[config.mk]
export PLATFORM = sky130hd
export DESIGN_NAME = scr_section
export DESIGN_NICKNAME = d
export VERILOG_FILES = /design/src/core/scr_pkg.sv /design/src/core/scr_relay_chk.sv /design/src/core/scr_section.sv
export SDC_FILE = /design/constraint.sdc
export NUM_CORES = 1
export LEC_CHECK = 0
export ABC_AREA = 1
export BUFFER_PORTS_ARGS = -buffer_cell sky130_fd_sc_hd__buf_4
export CAP_MARGIN = 30
export CORE_AREA = 2 2 221 158
export CTS_CLUSTER_DIAMETER = 60
export DETAILED_ROUTE_END_ITERATION = 12
export DIE_AREA = 0 0 223 160
export MAX_ROUTING_LAYER = met4
export PLACE_DENSITY = 0.75
export SETUP_SLACK_MARGIN = 0.05
export SLEW_MARGIN = 20
export SYNTH_ARGS = -nofsm -noshare
export SYNTH_HDL_FRONTEND = slang
export SYNTH_SLANG_ARGS = --single-unit
[constraint.sdc]
create_clock -name clk_i -period 1.75 [get_ports clk_i]
set_input_delay 0.175 -clock clk_i [delete_from_list [all_inputs] [get_ports clk_i]]
set_output_delay 0.175 -clock clk_i [all_outputs]
set_load 0.1 [all_outputs]
[src/core/scr_pkg.sv]
// Shared constants, types and register map of the section clear release block
package scr_pkg;

	// Clock rate and derived cycle counts
	localparam int unsigned CLK_HZ          = 250_000_000;   // System clock rate
	localparam int unsigned KEY_HOLD_S      = 2;             // Least reset key hold, seconds
	localparam int unsigned KEY_HOLD_CYC    = KEY_HOLD_S * CLK_HZ;
	localparam int unsigned RELAY_LIMIT_MS  = 50;            // Relay restore time limit, ms
	localparam int unsigned RELAY_LIMIT_CYC = RELAY_LIMIT_MS * (CLK_HZ / 1000);

	// Counter width default
	localparam int unsigned CNT_W_DEF = 8;                   // Axle count register width

	// Register byte offsets (one 32-bit word each)
	localparam logic [7:0] REG_CTRL   = 8'h00;               // Control, read/write
	localparam logic [7:0] REG_STATUS = 8'h04;               // Section status, read only
	localparam logic [7:0] REG_COUNT  = 8'h08;               // Axle count, read only
	localparam logic [7:0] REG_FAULT  = 8'h0c;               // Sticky relay faults, read only

	// Control fields and reset value
	localparam int unsigned CTRL_PAIR_LSB = 0;               // Two reset pair enables
	localparam int unsigned CTRL_INH_BIT  = 2;               // Force restrictive
	localparam logic [2:0]  CTRL_RST      = 3'h3;            // Both pairs in use, no inhibit

	// Status field positions
	localparam int unsigned ST_CLEAR_BIT  = 0;
	localparam int unsigned ST_BLOCK_BIT  = 1;
	localparam int unsigned ST_FAULT_BIT  = 2;
	localparam int unsigned ST_LIVE_BIT   = 3;
	localparam int unsigned ST_SEQ_LSB    = 4;
	localparam int unsigned ST_DEFECT_LSB = 7;
	localparam int unsigned ST_COIL_BIT   = 9;

	// Counter state after reset: blocked until a key reset
	localparam logic BLOCK_RST = 1'b1;

	// Relay count in the module
	localparam int unsigned NUM_RELAYS = 7;

	// One bit per safety relay
	typedef struct packed {
		logic vote;     // Occupancy vote relay
		logic occ_b;    // Occupied relay b
		logic occ_a;    // Occupied relay a
		logic hold;     // Hold drop relay
		logic line;     // Line release relay
		logic sens_b;   // Sensor release relay b
		logic sens_a;   // Sensor release relay a
	} scr_relay_s;

	// Front panel indicators
	typedef struct packed {
		logic line_green;   // Line release relay up
		logic vote_green;   // Occupancy vote relay up
		logic hold_red;     // Hold drop relay up
		logic occ_a_red;    // Occupied relay a up
		logic occ_b_red;    // Occupied relay b up
		logic cnt_occ_a;    // Counter occupied lamp a
		logic cnt_occ_b;    // Counter occupied lamp b
		logic cnt_free_a;   // Counter free lamp a
		logic cnt_free_b;   // Counter free lamp b
	} scr_led_s;

	// Reset sequencer states
	typedef enum logic [2:0] {
		SEQ_IDLE,
		SEQ_CLEAR,
		SEQ_SIM_IN,
		SEQ_SIM_OUT,
		SEQ_RESTORE,
		SEQ_DONE,
		SEQ_REFUSE
	} scr_seq_e;

endpackage

[src/core/scr_relay_chk.sv]
// Contact supervision for one safety relay: antivalence and restore time limit
`timescale 1ns/1ps
module scr_relay_chk #(
	parameter int unsigned LIMIT_CYC = scr_pkg::RELAY_LIMIT_CYC
) (
	input  wire logic clk_i,     // System clock
	input  wire logic rst_i,     // Synchronous reset, active high
	input  wire logic coil_i,    // Commanded coil state
	input  wire logic no_i,      // Front contact read-back
	input  wire logic nc_i,      // Back contact read-back
	input  wire logic clr_i,     // Clear sticky fault
	output logic      up_o,      // Proven energized
	output logic      down_o,    // Proven released
	output logic      live_o,    // Wrong state beyond the limit, now
	output logic      fault_o    // Sticky fault
);
	import scr_pkg::*;

	logic [31:0] wait_ff;        // Cycles spent out of the commanded state
	logic        fault_ff;       // Sticky fault flag
	logic        mismatch;       // Contacts disagree with the coil

	// Only one contact of the pair set proves a state; equal members prove nothing
	function automatic logic only_first(input logic a, input logic b);
		return a & ~b;
	endfunction

	assign up_o     = only_first(no_i, nc_i);
	assign down_o   = only_first(nc_i, no_i);
	assign mismatch = coil_i ? ~up_o : ~down_o;
	assign live_o   = (wait_ff == LIMIT_CYC);
	assign fault_o  = fault_ff;

	// Time the transit on every actuation; saturate at the limit
	always_ff @(posedge clk_i) begin
		if (rst_i || !mismatch) begin
			wait_ff <= 32'h0;
		end else if (!live_o) begin
			wait_ff <= wait_ff + 32'h1;
		end
	end

	// Sticky fault; a live fault wins over the clear
	always_ff @(posedge clk_i) begin
		if (rst_i) begin
			fault_ff <= 1'b0;
		end else if (live_o) begin
			fault_ff <= 1'b1;
		end else if (clr_i) begin
			fault_ff <= 1'b0;
		end
	end

endmodule

[src/core/scr_section.sv]
// Section clear release: relay voting, axle counter, reset sequencer, Wishbone registers
// Notes on behaviour
// Amplifier loop closed while clear, opens on entry
// Line relay needs both sensor relays up
// Both sensor relays down energize hold drop
// Amplifier pulses count axles in and out
// Nonzero count drops free, raises occupied outputs
// Vote relay held by both occupied back contacts
// Clear needs line up, hold down, vote up
// Counter lamps show occupied or free state
// Clear: line, vote green; others dark
// Occupied: hold, occupied relays red; others dark
// Equal contact pair members mean relay fault
// Relay must restore within time limit
// Independent contact movement never permits clear
// Reset key starts the reset sequencer
// Reset refused while any fault persists
// Clear counter, simulate in and out, restore
// Four reset channels driven as two pairs
// Lit channel lamps; odd pair means defect
// Key held at least two seconds
// Minus count blocks until reset sequence
// Unused reset pair affects nothing else
`timescale 1ns/1ps
module scr_section #(
	parameter int unsigned CNT_W     = scr_pkg::CNT_W_DEF,        // Axle count width
	parameter int unsigned KEY_CYC   = scr_pkg::KEY_HOLD_CYC,     // Key hold in cycles
	parameter int unsigned RELAY_CYC = scr_pkg::RELAY_LIMIT_CYC   // Relay limit in cycles
) (
	input  wire logic               clk_i,                // 250 MHz system clock
	input  wire logic               rst_i,                // Synchronous reset, active high
	input  wire logic               wb_cyc_i,             // Wishbone cycle
	input  wire logic               wb_stb_i,             // Wishbone strobe
	input  wire logic               wb_we_i,              // Wishbone write enable
	input  wire logic [7:0]         wb_adr_i,             // Wishbone byte address
	input  wire logic [3:0]         wb_sel_i,             // Wishbone byte selects
	input  wire logic [31:0]        wb_dat_i,             // Wishbone write data
	output logic      [31:0]        wb_dat_o,             // Wishbone read data
	output logic                    wb_ack_o,             // Wishbone acknowledge
	input  wire logic               entry_release_loop_i, // Amplifier loop, high when closed
	input  wire logic               count_pulse_in_i,     // Axle entering pulse
	input  wire logic               count_pulse_out_i,    // Axle leaving pulse
	input  wire logic               reset_key_i,          // Reset key contact
	input  wire scr_pkg::scr_relay_s relay_no_i,          // Front contact read-back
	input  wire scr_pkg::scr_relay_s relay_nc_i,          // Back contact read-back
	output scr_pkg::scr_relay_s     relay_coil_o,         // Relay coil drive
	output logic                    clear_line_o,         // Clear to signal circuit
	output scr_pkg::scr_led_s       led_o,                // Panel indicators
	output logic      [3:0]         reset_chan_o,         // Reset channels 1.1 1.2 2.1 2.2
	output logic      [3:0]         reset_led_o,          // Reset channel lamps
	input  wire logic [3:0]         reset_chan_fb_i,      // Reset channel lamp read-back
	output logic      [1:0]         pair_defect_o         // Defective reset pair
);
	import scr_pkg::*;

	// Relay supervision results
	scr_relay_s        coil_ff;         // Registered coil commands
	scr_relay_s        up;              // Proven energized
	scr_relay_s        down;            // Proven released
	scr_relay_s        live;            // Present faults
	scr_relay_s        fault;           // Sticky faults
	logic              fault_any;       // Any sticky fault
	logic              fault_live;      // Any present fault

	// Axle counter
	logic [CNT_W-1:0]  cnt_ff;          // Axles in the section
	logic              block_ff;        // Minus count or overflow block
	logic              in_prev_ff;      // Pulse edge buffer, entering
	logic              out_prev_ff;     // Pulse edge buffer, leaving
	logic              rearm_ff;        // Count returned to zero by a leaving axle
	logic              in_edge;         // Entering axle event
	logic              out_edge;        // Leaving axle event
	logic              free_out;        // Counter free outputs a and b
	logic              occ_out;         // Counter occupied outputs a and b

	// Reset sequencer
	scr_seq_e          seq_ff;          // Sequencer state
	logic [31:0]       hold_ff;         // Key held cycles
	logic              key_done;        // Key held long enough
	logic              seq_busy;        // Sequencer owns the counter
	logic              chan_on;         // Reset channels active
	logic [3:0]        chan_ff;         // Registered channel drive
	logic [1:0]        defect_ff;       // Sticky pair defect

	// Registers and outputs
	logic [2:0]        ctrl_ff;         // Pair enables and inhibit
	logic              ack_ff;          // Wishbone acknowledge
	logic [31:0]       rdat_ff;         // Wishbone read data
	logic              clear_ff;        // Registered clear line
	scr_led_s          led_ff;          // Registered indicators
	scr_relay_s        nxt_coil;        // Next coil commands
	logic [31:0]       rd_mux;          // Read data selection
	logic              wb_req;          // Request not yet answered

	// One supervisor per relay
	for (genvar i = 0; i < NUM_RELAYS; i++) begin : g_chk
		scr_relay_chk #(
			.LIMIT_CYC (RELAY_CYC)
		) u_chk (
			.clk_i   (clk_i),
			.rst_i   (rst_i),
			.coil_i  (coil_ff[i]),
			.no_i    (relay_no_i[i]),
			.nc_i    (relay_nc_i[i]),
			.clr_i   (seq_ff == SEQ_CLEAR),
			.up_o    (up[i]),
			.down_o  (down[i]),
			.live_o  (live[i]),
			.fault_o (fault[i])
		);
	end

	assign fault_any  = |fault;
	assign fault_live = |live;

	// Counter outputs; a block reads as occupied whatever the count
	assign free_out = (cnt_ff == '0) && !block_ff;
	assign occ_out  = !free_out;

	// Pulses are edge detected so a long pulse counts once
	assign in_edge  = count_pulse_in_i & ~in_prev_ff;
	assign out_edge = count_pulse_out_i & ~out_prev_ff;

	assign seq_busy = (seq_ff == SEQ_CLEAR) || (seq_ff == SEQ_SIM_IN) ||
	                  (seq_ff == SEQ_SIM_OUT);
	assign chan_on  = seq_busy || (seq_ff == SEQ_RESTORE);
	assign key_done = (hold_ff >= KEY_CYC - 1);

	// Pulse edge buffers, emptied by the sequencer
	always_ff @(posedge clk_i) begin
		if (rst_i || seq_ff == SEQ_CLEAR) begin
			in_prev_ff  <= 1'b0;
			out_prev_ff <= 1'b0;
		end else begin
			in_prev_ff  <= count_pulse_in_i;
			out_prev_ff <= count_pulse_out_i;
		end
	end

	// Axle count; external pulses are ignored while the sequencer owns it
	always_ff @(posedge clk_i) begin
		if (rst_i) begin
			cnt_ff   <= '0;
			block_ff <= BLOCK_RST;
			rearm_ff <= 1'b0;
		end else begin
			rearm_ff <= 1'b0;
			unique case (seq_ff)
				SEQ_CLEAR: begin
					cnt_ff   <= '0;
					block_ff <= 1'b0;
				end
				SEQ_SIM_IN: begin
					cnt_ff <= cnt_ff + 1'b1;
				end
				SEQ_SIM_OUT: begin
					cnt_ff <= cnt_ff - 1'b1;
				end
				default: begin
					if (in_edge && !out_edge) begin
						// Overflow is unsafe to wrap, so it blocks too
						if (&cnt_ff) begin
							block_ff <= 1'b1;
						end else begin
							cnt_ff <= cnt_ff + 1'b1;
						end
					end else if (out_edge && !in_edge) begin
						if (cnt_ff == '0) begin
							block_ff <= 1'b1;
						end else begin
							cnt_ff   <= cnt_ff - 1'b1;
							rearm_ff <= (cnt_ff == 1) && !block_ff;
						end
					end
				end
			endcase
		end
	end

	// Coil logic: sensor coils from the loop, occupied coils from the count, others from proven contact states
	always_comb begin
		nxt_coil        = '0;
		nxt_coil.sens_a = entry_release_loop_i;
		nxt_coil.sens_b = entry_release_loop_i;
		nxt_coil.hold   = down.sens_a & down.sens_b;
		nxt_coil.occ_a  = occ_out;
		nxt_coil.occ_b  = occ_out;
		nxt_coil.vote   = down.occ_a & down.occ_b;
		// Line relay sticks on its own drive; picks up on a restore or a clean exit
		nxt_coil.line   = up.sens_a & up.sens_b & free_out & !fault_any &
		                  (coil_ff.line | rearm_ff | (seq_ff == SEQ_RESTORE));
	end

	// Coil register
	always_ff @(posedge clk_i) begin
		if (rst_i) begin
			coil_ff <= '0;
		end else begin
			coil_ff <= nxt_coil;
		end
	end

	// Clear line and relay lamps from proven contacts; counter lamps from the count
	always_ff @(posedge clk_i) begin
		if (rst_i) begin
			clear_ff <= 1'b0;
			led_ff   <= '0;
		end else begin
			clear_ff <= up.line & down.hold & up.vote & !fault_any &
			            !ctrl_ff[CTRL_INH_BIT];
			led_ff.line_green <= up.line;
			led_ff.vote_green <= up.vote;
			led_ff.hold_red   <= up.hold;
			led_ff.occ_a_red  <= up.occ_a;
			led_ff.occ_b_red  <= up.occ_b;
			led_ff.cnt_occ_a  <= occ_out;
			led_ff.cnt_occ_b  <= occ_out;
			led_ff.cnt_free_a <= free_out;
			led_ff.cnt_free_b <= free_out;
		end
	end

	// Key hold timer, runs while the key stays closed
	always_ff @(posedge clk_i) begin
		if (rst_i || !reset_key_i) begin
			hold_ff <= 32'h0;
		end else if (!key_done) begin
			hold_ff <= hold_ff + 32'h1;
		end
	end

	// Reset sequencer; letting go early abandons the restore
	always_ff @(posedge clk_i) begin
		if (rst_i) begin
			seq_ff <= SEQ_IDLE;
		end else begin
			unique case (seq_ff)
				SEQ_IDLE: begin
					if (reset_key_i) begin
						seq_ff <= fault_live ? SEQ_REFUSE : SEQ_CLEAR;
					end
				end
				SEQ_CLEAR: begin
					seq_ff <= reset_key_i ? SEQ_SIM_IN : SEQ_IDLE;
				end
				SEQ_SIM_IN: begin
					seq_ff <= reset_key_i ? SEQ_SIM_OUT : SEQ_IDLE;
				end
				SEQ_SIM_OUT: begin
					seq_ff <= reset_key_i ? SEQ_RESTORE : SEQ_IDLE;
				end
				SEQ_RESTORE: begin
					if (!reset_key_i) begin
						seq_ff <= SEQ_IDLE;
					end else if (key_done) begin
						seq_ff <= SEQ_DONE;
					end
				end
				SEQ_DONE, SEQ_REFUSE: begin
					// Wait for release so a held key cannot loop
					if (!reset_key_i) begin
						seq_ff <= SEQ_IDLE;
					end
				end
			endcase
		end
	end

	// Reset channels in pairs; a disabled pair stays dark
	always_ff @(posedge clk_i) begin
		if (rst_i) begin
			chan_ff <= 4'h0;
		end else begin
			chan_ff[1:0] <= {2{chan_on & ctrl_ff[CTRL_PAIR_LSB]}};
			chan_ff[3:2] <= {2{chan_on & ctrl_ff[CTRL_PAIR_LSB + 1]}};
		end
	end

	// Lamp read-back check per pair; a new key press clears it
	always_ff @(posedge clk_i) begin
		if (rst_i) begin
			defect_ff <= 2'h0;
		end else begin
			for (int p = 0; p < 2; p++) begin
				if (chan_ff[2*p] && reset_chan_fb_i[2*p +: 2] != 2'h3) begin
					defect_ff[p] <= 1'b1;
				end else if (seq_ff == SEQ_IDLE && reset_key_i) begin
					defect_ff[p] <= 1'b0;
				end
			end
		end
	end

	// Wishbone: one wait state, ack drops the cycle after it rose
	assign wb_req = wb_cyc_i & wb_stb_i & ~ack_ff;

	always_comb begin
		rd_mux = 32'h0;
		unique case (wb_adr_i)
			REG_CTRL: begin
				rd_mux[2:0] = ctrl_ff;
			end
			REG_STATUS: begin
				rd_mux[ST_CLEAR_BIT]               = clear_ff;
				rd_mux[ST_BLOCK_BIT]               = block_ff;
				rd_mux[ST_FAULT_BIT]               = fault_any;
				rd_mux[ST_LIVE_BIT]                = fault_live;
				rd_mux[ST_SEQ_LSB +: 3]            = seq_ff;
				rd_mux[ST_DEFECT_LSB +: 2]         = defect_ff;
				rd_mux[ST_COIL_BIT]                = coil_ff.line;
			end
			REG_COUNT: begin
				rd_mux[CNT_W-1:0] = cnt_ff;
			end
			REG_FAULT: begin
				rd_mux[NUM_RELAYS-1:0] = fault;
			end
			default: begin
				// Unmapped addresses read zero and ignore writes
				rd_mux = 32'h0;
			end
		endcase
	end

	// Bus answer and control register
	always_ff @(posedge clk_i) begin
		if (rst_i) begin
			ack_ff  <= 1'b0;
			rdat_ff <= 32'h0;
			ctrl_ff <= CTRL_RST;
		end else begin
			ack_ff <= wb_req;
			if (wb_req) begin
				rdat_ff <= wb_we_i ? 32'h0 : rd_mux;
				if (wb_we_i && wb_adr_i == REG_CTRL && wb_sel_i[0]) begin
					ctrl_ff <= wb_dat_i[2:0];
				end
			end
		end
	end

	assign wb_ack_o      = ack_ff;
	assign wb_dat_o      = rdat_ff;
	assign relay_coil_o  = coil_ff;
	assign clear_line_o  = clear_ff;
	assign led_o         = led_ff;
	assign reset_chan_o  = chan_ff;
	assign reset_led_o   = chan_ff;
	assign pair_defect_o = defect_ff;

endmodule

Word-level counts from Yosys, hierarchy flattened
Cells that the tools add are included.

Register bits after elaboration: 331. Output and inout port bits: 60. Input port bits: 71. Logic and storage cells: 242.

Reduce and logical (&&, ||, !) cells: 60. Order comparisons: 1. $add $sub $neg: 10. Bitwise logic cells: 65. Eq/ne operators: 25. Muxes and demuxes: 42.

Operator list (number): $add 32x1->32 const B (8); $eq 32x24->1 const B (7); $not 1->1 (33); $ge 32x29->1 const B (1); $mux 8 (4); $and 1x1->1 (30); $pmux 8 s3 (1); $mux 1 (22); $reduce_or 7->1 (3); $mux 3 (6); $pmux 3 s6 (1); $reduce_bool 2->1 (9); $eq 8x4->1 const B (2); $logic_not 8->1 (2); $logic_not 1->1 (14); $logic_or 1x1->1 (12); $pmux 3 s4 (1); $pmux 4 s3 (1); $mux 10 (1); $ne 5x4->1 const B (2); $eq 3x3->1 const B (3); $logic_and 1x1->1 (9); $add 8x1->8 const B (1); $eq 8x1->1 const B (1); other kinds (18) (29).

Depth between registers and ports, before layout
Depth in word-level cells: 7. Gate-level depth with buffers: 14. Depth with buffers taken out: 14.

Hierarchy
Synthesis repeated with hierarchy kept, for this count alone.

Cell total of the unflattened synthesis: 3339. Area, all modules: 19521.2 µm².

Modules (own cells, without submodules): scr_relay_chk (cells each 371, area each 2107.0 µm², seq. area each 660.6 µm², instances 7); scr_section (cells each 742, area each 4772.1 µm², seq. area each 1541.5 µm², instances 1).

Worst setup path after synthesis
Ideal clock, no wire load.

Kind: register -> register. Start: register ack_ff, in the netlist wb_ack_o. End: register rdat_ff[7], in the netlist wb_dat_o[7]. Required time: 1640 ps. Path slack: -31 ps. Stages on the path, launching flop included: 9. Path buffers: 0. Period minus slack after synthesis: 1781 ps. Setup time: 110 ps. Arrival time: 1672 ps. Path through: dfxtp_1 > nor2_1 > inv_1 > or2_2 > inv_1 > a32oi_1 > nand2_1 > nand2_1 > inv_1.

Word-level cells in the longest chain between the ends: 2.

Ends and longest elaborated chain: from (decl) (line scr_section.sv:87) `logic ack_ff;`; from (signal assigned) (line scr_section.sv:332) `ack_ff <= wb_req;`; $not 1->1 (line scr_section.sv:295) `assign wb_req = wb_cyc_i & wb_stb_i & ~ack_ff;`; $and 1x1->1 (line scr_section.sv:295); to (signal assigned) (line scr_section.sv:334) `rdat_ff <= wb_we_i ? 32'h0 : rd_mux;`; to (decl) (line scr_section.sv:88) `logic [31:0] rdat_ff;`.

No other way between the ends. A chain may end at the register's enable or synchronous reset.

Final worst setup path
Start: register hold_ff[16]. End: register hold_ff[17].

Word-level cells in the longest chain between the ends: 1. Elaborated cells between the ends (all ways): 2.

Ends and longest elaborated chain: from (decl) (line scr_section.sv:78) `logic [31:0] hold_ff;`; from (signal assigned) (line scr_section.sv:228) `hold_ff <= hold_ff + 32'h1;`; $add 32x1->32 or $ge 32x29->1 (tied branches) (line scr_section.sv:228, scr_section.sv:127).

Several ways; a longest one is shown, not always the timed one.

==> flow_metrics.tcl <==
set metrics [dict create \
    rows 57 \
    die_w_um 223 \
    drv_cap 0 \
    clock_skew_ns 0.0302 \
    yosysSeqAreaShare_pct 37.2 \
    diodes 0 \
    r2r-end "hold_ff[17]" \
    htreeDepth 2 \
    hold_depth 4 \
    syn_area_per_cell_um2 6.63 \
    design_area_um2 21900 \
    ys.flop_type "dfxtp_1" \
    min_to "pair_defect_o[0]" \
    core_area_um2 33900 \
    slew-limit-headroom_pct 56.6 \
    finalHoldViolCount 0 \
    grt_pass1_vias 15900 \
    worstSetupPathType "register to register" \
    fin_setup_tns_ns -0.0124 \
    rsz0062_at_grt "yes" \
    multiInputGateArea_um2 9900 \
    grt_max_degree 39 \
    start_kind "register" \
    syn_area_um2 16600 \
    maxSlewViolCount 0 \
    p_leak_nw 8.40 \
    cp.required_ns 2.14 \
    place.gp.congestion 0.941 \
    layout.area.seq_um2 6310 \
    drc 0 \
    nFillCells 2756 \
    r2r_slack_ns -0.007 \
    clk_pin_slew_ns 0.07 \
    ios 131 \
    layout-area-overhead-vs-synth_pct 32.1 \
    wl_per_cell_um 14.4 \
    arrival_ns 2.15 \
    grtUsageMet2_pct 38.6 \
    cts_sinks 308 \
    track_usage_pct 24.8 \
    grt_use_met1_pct 33.2 \
    reg2reg_depth 10 \
    place.port_buffers 76 \
    synth-edff-count 0 \
    hold_path_class "input pin to register" \
    start_util_pct 48.9 \
    tightest_slew_ns 0.651 \
    irDropWorstVdd_uv 773 \
    drtIter0Drc 1601 \
    min_from "reset_key_i" \
    cts-buffers-inserted 35 \
    setup_ws_ns -0.00694 \
    synth_seq_cells 308 \
    period_share_pct 100 \
    period_minus_slack_ns 1.76 \
    top_usage_layer "met2" \
    p_per_area_nw_per_um2 881 \
    violations "negative setup slack" \
    drt_wl_total_mm 47.1 \
    drive_above_1_share_pct 27.7 \
    setup_violations 2 \
    async_flop_share_pct 0 \
    ant_nets 0 \
    synth_cell_type_count 56 \
    dr.pass1.iters 6 \
    overflow 0 \
    die_area_um2 35700 \
    tritoncts "done" \
    synthCells 2498 \
    grt_use_met3_pct 3.55 \
    fmax_mhz 569 \
    grt_pass1_wl_mm 72.6 \
    hpwl_mm 31.7 \
    antenna_found_initial 0 \
    die_h_um 160 \
    rr_startpoint "hold_ff[16]" \
    num_vias 17400 \
    clockBufferDepth 3 \
    dpl_cell_area_um2 18500 \
    clk_latency_ns 0.53 \
    cts-root-buf "clkbuf_16" \
    worstSetupEndpointType "register" \
    nets 2890 \
    ys_warn_count 0 \
    viasPerCell 5.33 \
    status "complete, but fails checks" \
    critPathMaxFanout 7 \
]
==> power by group <==
group	switching (mW)	total, mW	internal, mW	leakage [nW]
Sequential	0.217	7.44	7.22	2.53
Combinational	3.00	4.59	1.59	5.31
Clock	3.04	7.24	4.21	0.563
Total	6.25	19.3	13.0	8.40
==> through the flow <==
| stage | hold slack, ns | instances | utilization [%] | setup slack (ns) | power (mW) |
|---|---|---|---|---|---|
| global placement | 0.360 | 3120 | 54.7 | -0.0377 | 11.2 |
| detailed placement | 0.364 | 3120 | 54.7 | -0.107 | 11.3 |
| global route | 0.0330 | 3266 | 64.6 | -0.157 | 20.0 |
| CTS | 0.0103 | 3228 | 60.2 | 0.0249 | 18.6 |
| floorplan | 0.252 | 2519 | - | 0.0502 | 10.2 |
| finish | 0.0240 | 3266 | 64.6 | -0.00694 | 19.3 |
==> metal layers <==
metal	up-vias	share of wire, %	wire [µm]
li1	8699	-	-
met1	8041	45	21200
met2	549	46	21700
met3	111	5.8	2720
met4	0	3.2	1500
met5	-	0	0
==> worst max path at each step <==
stage                                    startpoint                          to  slack (ns)
final                                   hold_ff[16]                 hold_ff[17]      -0.007
after global routing                      cnt_ff[2]                   cnt_ff[7]       -0.16
after CTS                 g_chk[5].u_chk.wait_ff[1]  g_chk[5].u_chk.wait_ff[28]        0.02
after detailed placement  g_chk[5].u_chk.wait_ff[0]  g_chk[5].u_chk.wait_ff[28]       -0.11
after global placement    g_chk[1].u_chk.wait_ff[0]  g_chk[1].u_chk.wait_ff[28]       -0.04
after floorplan           g_chk[6].u_chk.wait_ff[0]  g_chk[6].u_chk.wait_ff[28]        0.05
==> Yosys cell counts (2+ instances only) <==
cell / n / share of area, %
nand3_4: 2 / 0.21
nor3b_1: 16 / 0.73
nor4_1: 18 / 0.68
inv_2: 8 / 0.18
o21a_1: 17 / 0.77
nand3_2: 9 / 0.54
o21ai_1: 9 / 0.27
a21oi_1: 212 / 6.4
nor2_2: 21 / 0.79
nor4_2: 2 / 0.15
inv_1: 381 / 8.6
or2_0: 2 / 0.076
o211ai_1: 3 / 0.14
a211oi_1: 10 / 0.45
nand4_2: 2 / 0.15
nand2_2: 10 / 0.38
nor2_1: 321 / 7.3
and3_1: 7 / 0.26
nand4_1: 51 / 1.9
nand3b_1: 2 / 0.091
buf_2: 8 / 0.24
buf_4: 38 / 1.7
clkbuf_1: 17 / 0.39
o21ai_0: 149 / 4.5
nor3_4: 4 / 0.39
buf_6: 4 / 0.27
dfxtp_1: 308 / 37
xnor2_1: 3 / 0.16
nor3_1: 151 / 4.6
or2_2: 10 / 0.38
nand2_1: 495 / 11
and2_1: 3 / 0.11
nor3b_2: 2 / 0.15
nor3_2: 10 / 0.60
nand3_1: 98 / 3.0
buf_1: 2 / 0.045
a31oi_1: 16 / 0.60
nor2_4: 7 / 0.48
xor2_1: 17 / 0.90
ha_1: 21 / 1.6
clkinv_1: 3 / 0.068
or3_1: 2 / 0.076
o22ai_1: 14 / 0.53
==> cell type report <==
type                    instances  area share [%]
flip-flops and latches        308            28.8
clock buffers                  46            4.57
repair buffers                312            11.4
clock inverters                17           0.589
well taps                     442            2.53
inverters                     392            6.84
multi-input cells            1749            45.3
==> sequential cells by signal (all words and copies together) (netlist names) <==
| name | count |
|---|---|
| reset_chan_o | 2 |
| block_ff | 1 |
| wb_ack_o | 1 |
| relay_coil_o | 4 |
| pair_defect_o | 2 |
| rearm_ff | 1 |
| g_chk.u_chk.fault_o | 7 |
| out_prev_ff | 1 |
| g_chk.u_chk.wait_ff | 224 |
| ctrl_ff | 3 |
| cnt_ff | 8 |
| seq_ff | 3 |
| led_o | 7 |
| hold_ff | 32 |
| in_prev_ff | 1 |
| wb_dat_o | 10 |
| clear_line_o | 1 |
==> cell usage in the layout, fill, tap and decap left out, types with 51 or more instances in the layout <==
master / netlist / final
a21oi_1: 212 / 200
buf_4: 38 / 271
dfxtp_1: 308 / 235
dfxtp_2: 0 / 53
inv_1: 381 / 350
nand2_1: 495 / 436
nand2_2: 10 / 62
nand3_1: 98 / 73
nand4_1: 51 / 51
nor2_1: 321 / 267
nor3_1: 151 / 115
o21ai_0: 149 / 105
==> cells by family after synthesis <==
family | after synthesis | synth area share, %
other | 1 | 0.0226
AND/OR/NAND/NOR | 1247 | 34.4
AO/OA/AOI/OAI | 439 | 14.1
flip-flops | 308 | 37.2
adder cells (fa/ha/maj) | 21 | 1.59
XOR/XNOR | 20 | 1.06
buffers and inverters | 462 | 11.6
==> worst max-delay path, stage by stage (launching register included) <==
cell and delay [ns]:
dfxtp_1 0.37, inv_1 0.07, nor3_1 0.23, nand3_1 0.14, nor2_2 0.16, nand2_2 0.12, nand2_8 0.13, buf_12 0.14
nor2_2 0.04, xnor2_1 0.14, nor2_1 0.06
==> what timing repair did <==
| item | in CTS | in global routing |
|---|---|---|
| cloned | 1 | 1 |
| setup endpoints to repair | 88 | 148 |
| buffers inserted | 23 | 40 |
| hold buffers | 21 | 0 |
| hold endpoints to repair | 14 | 0 |
| resized for setup | 117 | 382 |
| pin swaps | 53 | 126 |
Power figures use the tool's default switching activity.
